===== config.mk =====
export PLATFORM = sky130hd
export DESIGN_NAME = coc_top
export DESIGN_NICKNAME = d
export VERILOG_FILES = /design/src/inc/coc_pkg.sv /design/src/core/coc_top.sv /design/src/core/coc_sync.sv /design/src/core/coc_csr.sv
export SDC_FILE = /design/constraint.sdc
export NUM_CORES = 1
export LEC_CHECK = 0
export BUFFER_PORTS_ARGS = -buffer_cell sky130_fd_sc_hd__buf_2
export CORE_ASPECT_RATIO = 1.2
export CORE_MARGIN = 4
export CORE_UTILIZATION = 60
export CTS_BUF_LIST = sky130_fd_sc_hd__clkbuf_4 sky130_fd_sc_hd__clkbuf_8
export CTS_CLUSTER_DIAMETER = 50
export CTS_CLUSTER_SIZE = 30
export DETAILED_ROUTE_END_ITERATION = 8
export GPL_TIMING_DRIVEN = 1
export PLACE_DENSITY_LB_ADDON = 0.15
export SLEW_MARGIN = 20
export SYNTH_ARGS = -nofsm -noshare
export SYNTH_HDL_FRONTEND = slang
export SYNTH_HIERARCHICAL = 1
export SYNTH_SLANG_ARGS = --single-unit

===== constraint.sdc =====
create_clock -name pclk -period 2.4 [get_ports pclk]
set_clock_uncertainty 0.2 [all_clocks]
set_input_delay 0.24 -clock pclk [delete_from_list [all_inputs] [get_ports pclk]]
set_output_delay 0.24 -clock pclk [all_outputs]
set_load 0.05 [all_outputs]

===== src/inc/coc_pkg.sv =====
// Constants for the comparator output control block.
// Assumes a 32-bit APB register bus and a 100 MHz pclk.
package coc_pkg;
    localparam logic [11:0] COC_OFF_CMP_TWO = 12'h020;
    localparam logic [11:0] COC_OFF_CMP_FOUR = 12'h028;
    localparam logic [11:0] COC_OFF_CMP_SIX = 12'h030;
    localparam logic [31:0] COC_CSR_RESET = 32'h00000000;
    localparam int COC_BIT_LOCK = 31;
    localparam int COC_BIT_STATE = 30;
    localparam int COC_MASK_HI = 20;
    localparam int COC_MASK_LO = 18;
    localparam int COC_BIT_INVERT = 15;
    localparam int COC_ROUTE_HI = 13;
    localparam int COC_ROUTE_LO = 10;
    localparam int COC_MINUS_HI = 6;
    localparam int COC_MINUS_LO = 4;
    localparam int COC_BIT_DAC_SW = 1;
    localparam int COC_BIT_ON = 0;
    // Writable field masks per comparator.
    localparam logic [31:0] COC_WMASK_TWO = 32'h801CBC73;
    localparam logic [31:0] COC_WMASK_OTHER = 32'h801CBC71;
    // Blanking source codes.
    localparam logic [2:0] COC_MASK_NONE = 3'h0;
    localparam logic [2:0] COC_MASK_SRC_1 = 3'h1;
    localparam logic [2:0] COC_MASK_SRC_2 = 3'h2;
    localparam logic [2:0] COC_MASK_SRC_3 = 3'h3;
    localparam logic [2:0] COC_MASK_SRC_4 = 3'h4;
    // Inverting input codes.
    localparam logic [2:0] COC_MINUS_QUARTER = 3'h0;
    localparam logic [2:0] COC_MINUS_HALF = 3'h1;
    localparam logic [2:0] COC_MINUS_3QUARTER = 3'h2;
    localparam logic [2:0] COC_MINUS_FULL = 3'h3;
    localparam logic [2:0] COC_MINUS_DAC = 3'h4;
    localparam logic [2:0] COC_MINUS_PIN_TWO = 3'h6;
    localparam logic [2:0] COC_MINUS_PIN_OTHER = 3'h7;
    // Output route codes.
    localparam logic [3:0] COC_RT_NONE = 4'h0;
    localparam logic [3:0] COC_RT_STOP_HIGH = 4'h1;
    localparam logic [3:0] COC_RT_STOP_SECOND = 4'h2;
    localparam logic [3:0] COC_RT_STOP_SECOND_B = 4'h5;
    localparam logic [3:0] COC_RT_6 = 4'h6;
    localparam logic [3:0] COC_RT_7 = 4'h7;
    localparam logic [3:0] COC_RT_8 = 4'h8;
    localparam logic [3:0] COC_RT_9 = 4'h9;
    localparam logic [3:0] COC_RT_A = 4'hA;
endpackage


===== src/core/coc_top.sv =====
// Comparator output control: three lockable control registers on APB and
// output conditioning with blanking and routing to timer inputs.
// Assumes raw comparator outputs and timer compare windows arrive asynchronously.
`timescale 1ns/1ps
module coc_top (
    input wire logic pclk,
    input wire logic presetn,
    input wire logic psel,
    input wire logic penable,
    input wire logic pwrite,
    input wire logic [11:0] paddr,
    input wire logic [31:0] pwdata,
    input wire logic [3:0] pstrb,
    output logic [31:0] prdata,
    output logic pready,
    output logic pslverr,
    input wire logic cmp_two_raw,
    input wire logic cmp_four_raw,
    input wire logic cmp_six_raw,
    input wire logic t1_oc5,
    input wire logic t2_oc3,
    input wire logic t2_oc4,
    input wire logic t15_oc1,
    input wire logic t15_oc2,
    output logic cmp_two_on,
    output logic cmp_four_on,
    output logic cmp_six_on,
    output logic [2:0] cmp_two_minus_source,
    output logic [2:0] cmp_four_minus_source,
    output logic [2:0] cmp_six_minus_source,
    output logic cmp_two_plus_dac_switch,
    output logic timer_stop_input_high,
    output logic timer_stop_input_second,
    output logic t1_ref_clear,
    output logic t1_capture1,
    output logic t2_capture4,
    output logic t2_capture2,
    output logic t2_ref_clear,
    output logic t15_capture2,
    output logic t15_ref_clear,
    output logic t16_ref_clear,
    output logic t16_capture1
);
    import coc_pkg::*;

    ////////////////////////////////////////////////////////////////////////
    // Input synchronisers: every asynchronous level passes two flip-flops.
    logic sy_two;
    logic sy_four;
    logic sy_six;
    logic sy_t1_oc5;
    logic sy_t2_oc3;
    logic sy_t2_oc4;
    logic sy_t15_oc1;
    logic sy_t15_oc2;

    coc_sync u_sync_two (
        .pclk(pclk),
        .presetn(presetn),
        .d(cmp_two_raw),
        .q(sy_two)
    );

    coc_sync u_sync_four (
        .pclk(pclk),
        .presetn(presetn),
        .d(cmp_four_raw),
        .q(sy_four)
    );

    coc_sync u_sync_six (
        .pclk(pclk),
        .presetn(presetn),
        .d(cmp_six_raw),
        .q(sy_six)
    );

    coc_sync u_sync_t1_oc5 (
        .pclk(pclk),
        .presetn(presetn),
        .d(t1_oc5),
        .q(sy_t1_oc5)
    );

    coc_sync u_sync_t2_oc3 (
        .pclk(pclk),
        .presetn(presetn),
        .d(t2_oc3),
        .q(sy_t2_oc3)
    );

    coc_sync u_sync_t2_oc4 (
        .pclk(pclk),
        .presetn(presetn),
        .d(t2_oc4),
        .q(sy_t2_oc4)
    );

    coc_sync u_sync_t15_oc1 (
        .pclk(pclk),
        .presetn(presetn),
        .d(t15_oc1),
        .q(sy_t15_oc1)
    );

    coc_sync u_sync_t15_oc2 (
        .pclk(pclk),
        .presetn(presetn),
        .d(t15_oc2),
        .q(sy_t15_oc2)
    );

    ////////////////////////////////////////////////////////////////////////
    // APB decode and registers.
    logic wr_access;
    logic hit_two;
    logic hit_four;
    logic hit_six;
    logic hit_any;
    logic wr_two;
    logic wr_four;
    logic wr_six;
    logic rd_setup;
    logic [31:0] csr_two;
    logic [31:0] csr_four;
    logic [31:0] csr_six;

    assign wr_access = psel && penable && pwrite;
    assign hit_two = (paddr == COC_OFF_CMP_TWO);
    assign hit_four = (paddr == COC_OFF_CMP_FOUR);
    assign hit_six = (paddr == COC_OFF_CMP_SIX);
    assign hit_any = hit_two || hit_four || hit_six;
    assign wr_two = wr_access && hit_two;
    assign wr_four = wr_access && hit_four;
    assign wr_six = wr_access && hit_six;
    assign rd_setup = psel && !penable && !pwrite;
    assign pready = 1'b1;
    assign pslverr = psel && penable && !hit_any;

    coc_csr #(.WMASK(COC_WMASK_TWO)) u_csr_two (
        .pclk(pclk),
        .presetn(presetn),
        .wr_en(wr_two),
        .wdata(pwdata),
        .pstrb(pstrb),
        .csr(csr_two)
    );
    coc_csr #(.WMASK(COC_WMASK_OTHER)) u_csr_four (
        .pclk(pclk),
        .presetn(presetn),
        .wr_en(wr_four),
        .wdata(pwdata),
        .pstrb(pstrb),
        .csr(csr_four)
    );
    coc_csr #(.WMASK(COC_WMASK_OTHER)) u_csr_six (
        .pclk(pclk),
        .presetn(presetn),
        .wr_en(wr_six),
        .wdata(pwdata),
        .pstrb(pstrb),
        .csr(csr_six)
    );

    ////////////////////////////////////////////////////////////////////////
    // Field extraction.
    logic [2:0] mask_two;
    logic [2:0] mask_four;
    logic [2:0] mask_six;
    logic [3:0] route_two;
    logic [3:0] route_four;
    logic [3:0] route_six;
    logic inv_two;
    logic inv_four;
    logic inv_six;

    assign mask_two = csr_two[COC_MASK_HI:COC_MASK_LO];
    assign mask_four = csr_four[COC_MASK_HI:COC_MASK_LO];
    assign mask_six = csr_six[COC_MASK_HI:COC_MASK_LO];
    assign route_two = csr_two[COC_ROUTE_HI:COC_ROUTE_LO];
    assign route_four = csr_four[COC_ROUTE_HI:COC_ROUTE_LO];
    assign route_six = csr_six[COC_ROUTE_HI:COC_ROUTE_LO];
    assign cmp_two_on = csr_two[COC_BIT_ON];
    assign cmp_four_on = csr_four[COC_BIT_ON];
    assign cmp_six_on = csr_six[COC_BIT_ON];
    assign cmp_two_minus_source = csr_two[COC_MINUS_HI:COC_MINUS_LO];
    assign cmp_four_minus_source = csr_four[COC_MINUS_HI:COC_MINUS_LO];
    assign cmp_six_minus_source = csr_six[COC_MINUS_HI:COC_MINUS_LO];
    assign cmp_two_plus_dac_switch = csr_two[COC_BIT_DAC_SW];
    assign inv_two = csr_two[COC_BIT_INVERT];
    assign inv_four = csr_four[COC_BIT_INVERT];
    assign inv_six = csr_six[COC_BIT_INVERT];

    ////////////////////////////////////////////////////////////////////////
    // Blanking source selection; reserved codes give no blanking.
    logic blank_two;
    logic blank_four;
    logic blank_six;

    assign blank_two = (mask_two == COC_MASK_SRC_1) ? sy_t1_oc5 :
                       (mask_two == COC_MASK_SRC_2) ? sy_t2_oc3 : 1'b0;
    assign blank_four = (mask_four == COC_MASK_SRC_3) ? sy_t15_oc1 : 1'b0;
    assign blank_six = (mask_six == COC_MASK_SRC_3) ? sy_t2_oc4 :
                       (mask_six == COC_MASK_SRC_4) ? sy_t15_oc2 : 1'b0;

    ////////////////////////////////////////////////////////////////////////
    // Status, polarity and blanking.
    logic state_two;
    logic state_four;
    logic state_six;
    logic pol_two;
    logic pol_four;
    logic pol_six;
    logic cond_two;
    logic cond_four;
    logic cond_six;

    assign state_two = sy_two && cmp_two_on;
    assign state_four = sy_four && cmp_four_on;
    assign state_six = sy_six && cmp_six_on;
    assign pol_two = sy_two ^ inv_two;
    assign pol_four = sy_four ^ inv_four;
    assign pol_six = sy_six ^ inv_six;
    assign cond_two = cmp_two_on && pol_two && !blank_two;
    assign cond_four = cmp_four_on && pol_four && !blank_four;
    assign cond_six = cmp_six_on && pol_six && !blank_six;

    ////////////////////////////////////////////////////////////////////////
    // Routing to timer inputs, registered; unselected inputs stay low.
    logic two_stop_hi;
    logic two_stop_2;
    logic two_t1_clr;
    logic two_t1_cap1;
    logic two_t2_cap4;
    logic two_t2_clr;
    logic four_stop_hi;
    logic four_stop_2;
    logic four_t15_cap2;
    logic four_t15_clr;
    logic six_stop_hi;
    logic six_stop_2;
    logic six_t2_cap2;
    logic six_t2_clr;
    logic six_t16_clr;
    logic six_t16_cap1;
    logic [10:0] rt_vec;
    logic [10:0] rt_ff;

    assign two_stop_hi = cond_two && route_two == COC_RT_STOP_HIGH;
    assign two_stop_2 = cond_two && (route_two == COC_RT_STOP_SECOND ||
                                     route_two == COC_RT_STOP_SECOND_B);
    assign two_t1_clr = cond_two && route_two == COC_RT_6;
    assign two_t1_cap1 = cond_two && route_two == COC_RT_7;
    assign two_t2_cap4 = cond_two && route_two == COC_RT_8;
    assign two_t2_clr = cond_two && route_two == COC_RT_9;

    assign four_stop_hi = cond_four && route_four == COC_RT_STOP_HIGH;
    assign four_stop_2 = cond_four && (route_four == COC_RT_STOP_SECOND ||
                                       route_four == COC_RT_STOP_SECOND_B);
    assign four_t15_cap2 = cond_four && route_four == COC_RT_8;
    assign four_t15_clr = cond_four && route_four == COC_RT_A;

    assign six_stop_hi = cond_six && route_six == COC_RT_STOP_HIGH;
    assign six_stop_2 = cond_six && (route_six == COC_RT_STOP_SECOND ||
                                     route_six == COC_RT_STOP_SECOND_B);
    assign six_t2_cap2 = cond_six && route_six == COC_RT_6;
    assign six_t2_clr = cond_six && route_six == COC_RT_8;
    assign six_t16_clr = cond_six && route_six == COC_RT_9;
    assign six_t16_cap1 = cond_six && route_six == COC_RT_A;

    assign rt_vec = {
        six_t16_cap1,
        six_t16_clr,
        four_t15_clr,
        four_t15_cap2,
        two_t2_clr || six_t2_clr,
        six_t2_cap2,
        two_t2_cap4,
        two_t1_cap1,
        two_t1_clr,
        two_stop_2 || four_stop_2 || six_stop_2,
        two_stop_hi || four_stop_hi || six_stop_hi
    };

    always_ff @(posedge pclk or negedge presetn) begin
        if (!presetn) begin
            rt_ff <= '0;
        end else begin
            rt_ff <= rt_vec;
        end
    end
    assign timer_stop_input_high = rt_ff[0];
    assign timer_stop_input_second = rt_ff[1];
    assign t1_ref_clear = rt_ff[2];
    assign t1_capture1 = rt_ff[3];
    assign t2_capture4 = rt_ff[4];
    assign t2_capture2 = rt_ff[5];
    assign t2_ref_clear = rt_ff[6];
    assign t15_capture2 = rt_ff[7];
    assign t15_ref_clear = rt_ff[8];
    assign t16_ref_clear = rt_ff[9];
    assign t16_capture1 = rt_ff[10];

    ////////////////////////////////////////////////////////////////////////
    // Read data, registered during the setup phase.
    logic [31:0] rd_two;
    logic [31:0] rd_four;
    logic [31:0] rd_six;
    logic [31:0] rd_mux;
    logic [31:0] prdata_ff;

    assign rd_two = {csr_two[31], state_two, csr_two[29:0]};
    assign rd_four = {csr_four[31], state_four, csr_four[29:0]};
    assign rd_six = {csr_six[31], state_six, csr_six[29:0]};
    assign rd_mux = hit_two ? rd_two :
                    hit_four ? rd_four :
                    hit_six ? rd_six :
                    32'h00000000;

    always_ff @(posedge pclk or negedge presetn) begin
        if (!presetn) begin
            prdata_ff <= 32'h00000000;
        end else if (rd_setup) begin
            prdata_ff <= rd_mux;
        end
    end
    assign prdata = prdata_ff;
endmodule


===== src/core/coc_sync.sv =====
// Two flip-flop synchroniser for one level.
// Assumes pclk and the active-low asynchronous reset presetn.
`timescale 1ns/1ps
module coc_sync (
    input wire logic pclk,
    input wire logic presetn,
    input wire logic d,
    output logic q
);
    logic meta_ff;
    logic q_ff;
    always_ff @(posedge pclk or negedge presetn) begin
        if (!presetn) begin
            meta_ff <= 1'b0;
            q_ff <= 1'b0;
        end else begin
            meta_ff <= d;
            q_ff <= meta_ff;
        end
    end
    assign q = q_ff;
endmodule


===== src/core/coc_csr.sv =====
// One lockable comparator control and status register.
// Assumes write strobes from the APB decoder on the same clock.
`timescale 1ns/1ps
module coc_csr #(
    parameter logic [31:0] WMASK = 32'h801CBC71
) (
    input wire logic pclk,
    input wire logic presetn,
    input wire logic wr_en,
    input wire logic [31:0] wdata,
    input wire logic [3:0] pstrb,
    output logic [31:0] csr
);
    import coc_pkg::*;
    logic [31:0] csr_ff;
    logic [31:0] lane_mask;
    logic [31:0] nxt_csr;
    logic locked;
    assign lane_mask = {{8{pstrb[3]}}, {8{pstrb[2]}}, {8{pstrb[1]}}, {8{pstrb[0]}}};
    assign locked = csr_ff[COC_BIT_LOCK];
    assign nxt_csr = (csr_ff & ~(lane_mask & WMASK)) | (wdata & lane_mask & WMASK);
    always_ff @(posedge pclk or negedge presetn) begin
        if (!presetn) begin
            csr_ff <= COC_CSR_RESET;
        end else if (wr_en && !locked) begin
            csr_ff <= nxt_csr;
        end
    end
    assign csr = csr_ff;
endmodule


==> impl_results.html <==
<table>
<tr><th>Metric</th><th>Value</th></tr>
<tr><th colspan="2">Synth</th></tr>
<tr><td>Post-Syn Area</td><td>0.00479 mm²</td></tr>
<tr><td>Mean Syn Cell Area</td><td>10.6 µm²</td></tr>
<tr><td>Synthesized netlist cell count</td><td>452</td></tr>
<tr><td>Syn. warnings</td><td>6</td></tr>
<tr><th colspan="2">STA</th></tr>
<tr><td>Number of setup violations in the final report</td><td>0</td></tr>
<tr><td>Max transition margin</td><td>0.614</td></tr>
<tr><td>Final worst-path setup slack</td><td>0.137 ns</td></tr>
<tr><td>Max-slew violation count</td><td>0</td></tr>
<tr><td>Min cycle time layout</td><td>2.26 ns</td></tr>
<tr><td>Hold Fails Final Rpt</td><td>0</td></tr>
<tr><td>Fmax</td><td>442 MHz</td></tr>
<tr><td>Post-route fraction of the period consumed by the critical path</td><td>0.943</td></tr>
<tr><td>Setup repair after global routing missed its margin</td><td>false</td></tr>
<tr><td>Transition time at the pin with the least slew margin</td><td>0.578 ns</td></tr>
<tr><th colspan="2">Worst setup path</th></tr>
<tr><td>Category of the worst setup path capture point</td><td>register</td></tr>
<tr><td>Worst setup path class</td><td>in -&gt; reg</td></tr>
<tr><td>Startpoint class of the critical path</td><td>input port</td></tr>
<tr><td>Logic depth of the worst register-to-register path</td><td>4</td></tr>
<tr><td>Arrival time at the worst endpoint</td><td>2.36 ns</td></tr>
<tr><td>Worst path required time</td><td>2.49 ns</td></tr>
<tr><td>Worst-path maximum fanout</td><td>4</td></tr>
<tr><th colspan="2">Global route</th></tr>
<tr><td>Largest net degree at the start of global routing</td><td>44</td></tr>
<tr><td>GRT Residual Overflow</td><td>0</td></tr>
<tr><td>Via count of the first global-routing pass</td><td>3,565</td></tr>
<tr><td>Global-route wire length before repair</td><td>17,200 µm</td></tr>
<tr><td>Number of antenna violations at the first check in global routing</td><td>0</td></tr>
<tr><td>Total GRT Usage</td><td>0.236</td></tr>
<tr><th colspan="2">Worst hold path</th></tr>
<tr><td>WHS Path Cells</td><td>3</td></tr>
<tr><td>Worst hold path class</td><td>in -&gt; reg</td></tr>
<tr><th colspan="2">Detailed routing</th></tr>
<tr><td>DR iter-0 viols</td><td>171</td></tr>
<tr><td>Vias</td><td>3,714</td></tr>
<tr><td>Routed wirelength normalized by instance count</td><td>16.0 µm</td></tr>
<tr><td>Antenna Nets Post-Route</td><td>0</td></tr>
<tr><td>Total wire length</td><td>10,900 µm</td></tr>
<tr><td>Number of DRC violations after detailed routing</td><td>0</td></tr>
<tr><td>Number of optimization iterations in the first detailed-route pass</td><td>5</td></tr>
<tr><td>Per-cell via count in the routed design</td><td>5.45</td></tr>
<tr><th colspan="2">Clock network</th></tr>
<tr><td>Maximum root-to-sink buffer count</td><td>2</td></tr>
<tr><td>Clock root cell</td><td>clkbuf_8</td></tr>
<tr><td>H-tree Lvls</td><td>3</td></tr>
<tr><td>Post-CTS setup repair buffer count</td><td>0</td></tr>
<tr><td>Number of clock buffers inserted by TritonCTS</td><td>9</td></tr>
<tr><td>TritonCTS Sinks</td><td>99</td></tr>
<tr><td>Post-CTS clock slew at the launch and capture registers of the worst setup and hold paths</td><td>0.10 ns</td></tr>
<tr><td>Clock insertion delay at the later pin of the skew report</td><td>0.35 ns</td></tr>
<tr><td>TritonCTS clock tree</td><td>yes</td></tr>
<tr><th colspan="2">Outcome</th></tr>
<tr><td>Result of the run</td><td>finished clean</td></tr>
<tr><th colspan="2">Floorplanning</th></tr>
<tr><td>Height of the chip</td><td>106 µm</td></tr>
<tr><td>Boundary Pins</td><td>119</td></tr>
<tr><td>Cell Rows</td><td>35</td></tr>
<tr><td>Die Area</td><td>0.00949 mm²</td></tr>
<tr><td>Die boundary width</td><td>89.6 µm</td></tr>
<tr><td>Core area</td><td>0.00775 mm²</td></tr>
<tr><td>Starting density of the core</td><td>0.618</td></tr>
<tr><th colspan="2">Cells and area</th></tr>
<tr><td>Fraction of final layout cells with drive strength greater than 1</td><td>0.314</td></tr>
<tr><td>Syn-to-layout area delta</td><td>19.9%</td></tr>
<tr><td>Nets</td><td>646</td></tr>
<tr><td>Most common cell after layout, fill and taps aside</td><td>dfrtp_1</td></tr>
<tr><td>Post-layout utilization of the core</td><td>0.742</td></tr>
<tr><td>Area used by multi-input combinational logic</td><td>0.00201 mm²</td></tr>
<tr><td>ANT cells</td><td>0</td></tr>
<tr><td>Register Area</td><td>0.00248 mm²</td></tr>
<tr><td>Final-layout fill cell count</td><td>555</td></tr>
<tr><td>Commonest cells after routing, fill and taps aside</td><td>dfrtp_1, buf_2, nand2_1, conb_1, o21ai_0</td></tr>
<tr><th colspan="2">Placement</th></tr>
<tr><td>Pre-CTS setup slack</td><td>-0.172 ns</td></tr>
<tr><td>Port bufs</td><td>99</td></tr>
<tr><td>RePlAce Congestion</td><td>0.849</td></tr>
<tr><td>DP HPWL</td><td>7710 µm</td></tr>
<tr><th colspan="2">Power and ir drop</th></tr>
<tr><td>Power per cell area</td><td>529 mW/mm²</td></tr>
<tr><td>Maximum vdd ir drop</td><td>0.000407 V</td></tr>
<tr><td>Leakage power</td><td>2.98 nW</td></tr>
<tr><th colspan="2">Flow run</th></tr>
<tr><td># Max-Cap Violations</td><td>0</td></tr>
</table>
==> per-layer routing <==
metal,part of all wire,track usage
met1,0.42,0.315
met2,0.51,0.391
met3,0.051,0.0295
met4,0.019,0.0830
met5,0,0
==> area by class of cell <==
class	count	area share
Clock buffer	9	0.0215
Clock inverter	7	0.0155
Inverter	3	0.00196
Multi-Input combinational cell	326	0.349
Sequential cell	99	0.431
Tap cell	92	0.0200
Timing Repair Buffer	146	0.161
==> through the flow <==
step           total power [W]  hold slack, ns  instance area, µm²  std cells  TNS, ns
2_1_floorplan          0.00187          -0.256                4990        502    -1.49
3_5_place_dp           0.00192          0.0177                5290        641    -4.12
3_3_place_gp           0.00191          0.0192                5290        641    -3.60
4_1_cts                0.00306           0.113                5750        682        0
6_report               0.00304           0.124                5750        682        0
5_1_grt                0.00316           0.150                5750        682        0
==> worst max-delay path, cell delays in order <==
cell and delay, ns:
buf_2 0.10, or3b_2 0.51, or3_4 0.41, nor4_1 0.24, buf_4 0.18, a31o_2 0.14
dlygate4sd3_1 0.54
==> where the power goes <==
part           internal, W  switching [W]  total (W)
logic            0.0000922       0.000136   0.000228
registers          0.00168     0.00000588    0.00169
clock network     0.000511       0.000612    0.00112
total              0.00228       0.000754    0.00304
==> timing repair <==
action / CTS / global route
gates resized for setup: 0 / 0
endpoints found under the hold margin: 80 / 0
hold buffers: 25 / 0
==> final timing paths <==
kind                                                    from                          to  slack [ns]
worst max-delay path                                paddr[7]                    register        0.14
worst min-delay path                                paddr[3]       prdata[0]$_DFFE_PN0P_        0.12
worst max register to register        u_sync_two/q$_DFF_PN0_          rt_ff[0]$_DFF_PN0_        0.63
worst min register to register  u_sync_six/meta_ff$_DFF_PN0_      u_sync_six/q$_DFF_PN0_        0.16
max in group asynchronous                            presetn  asynchronous set/reset pin        1.26
min in group asynchronous                            presetn      prdata[16]$_DFFE_PN0P_        0.17
Power figures use the tool's default switching activity.
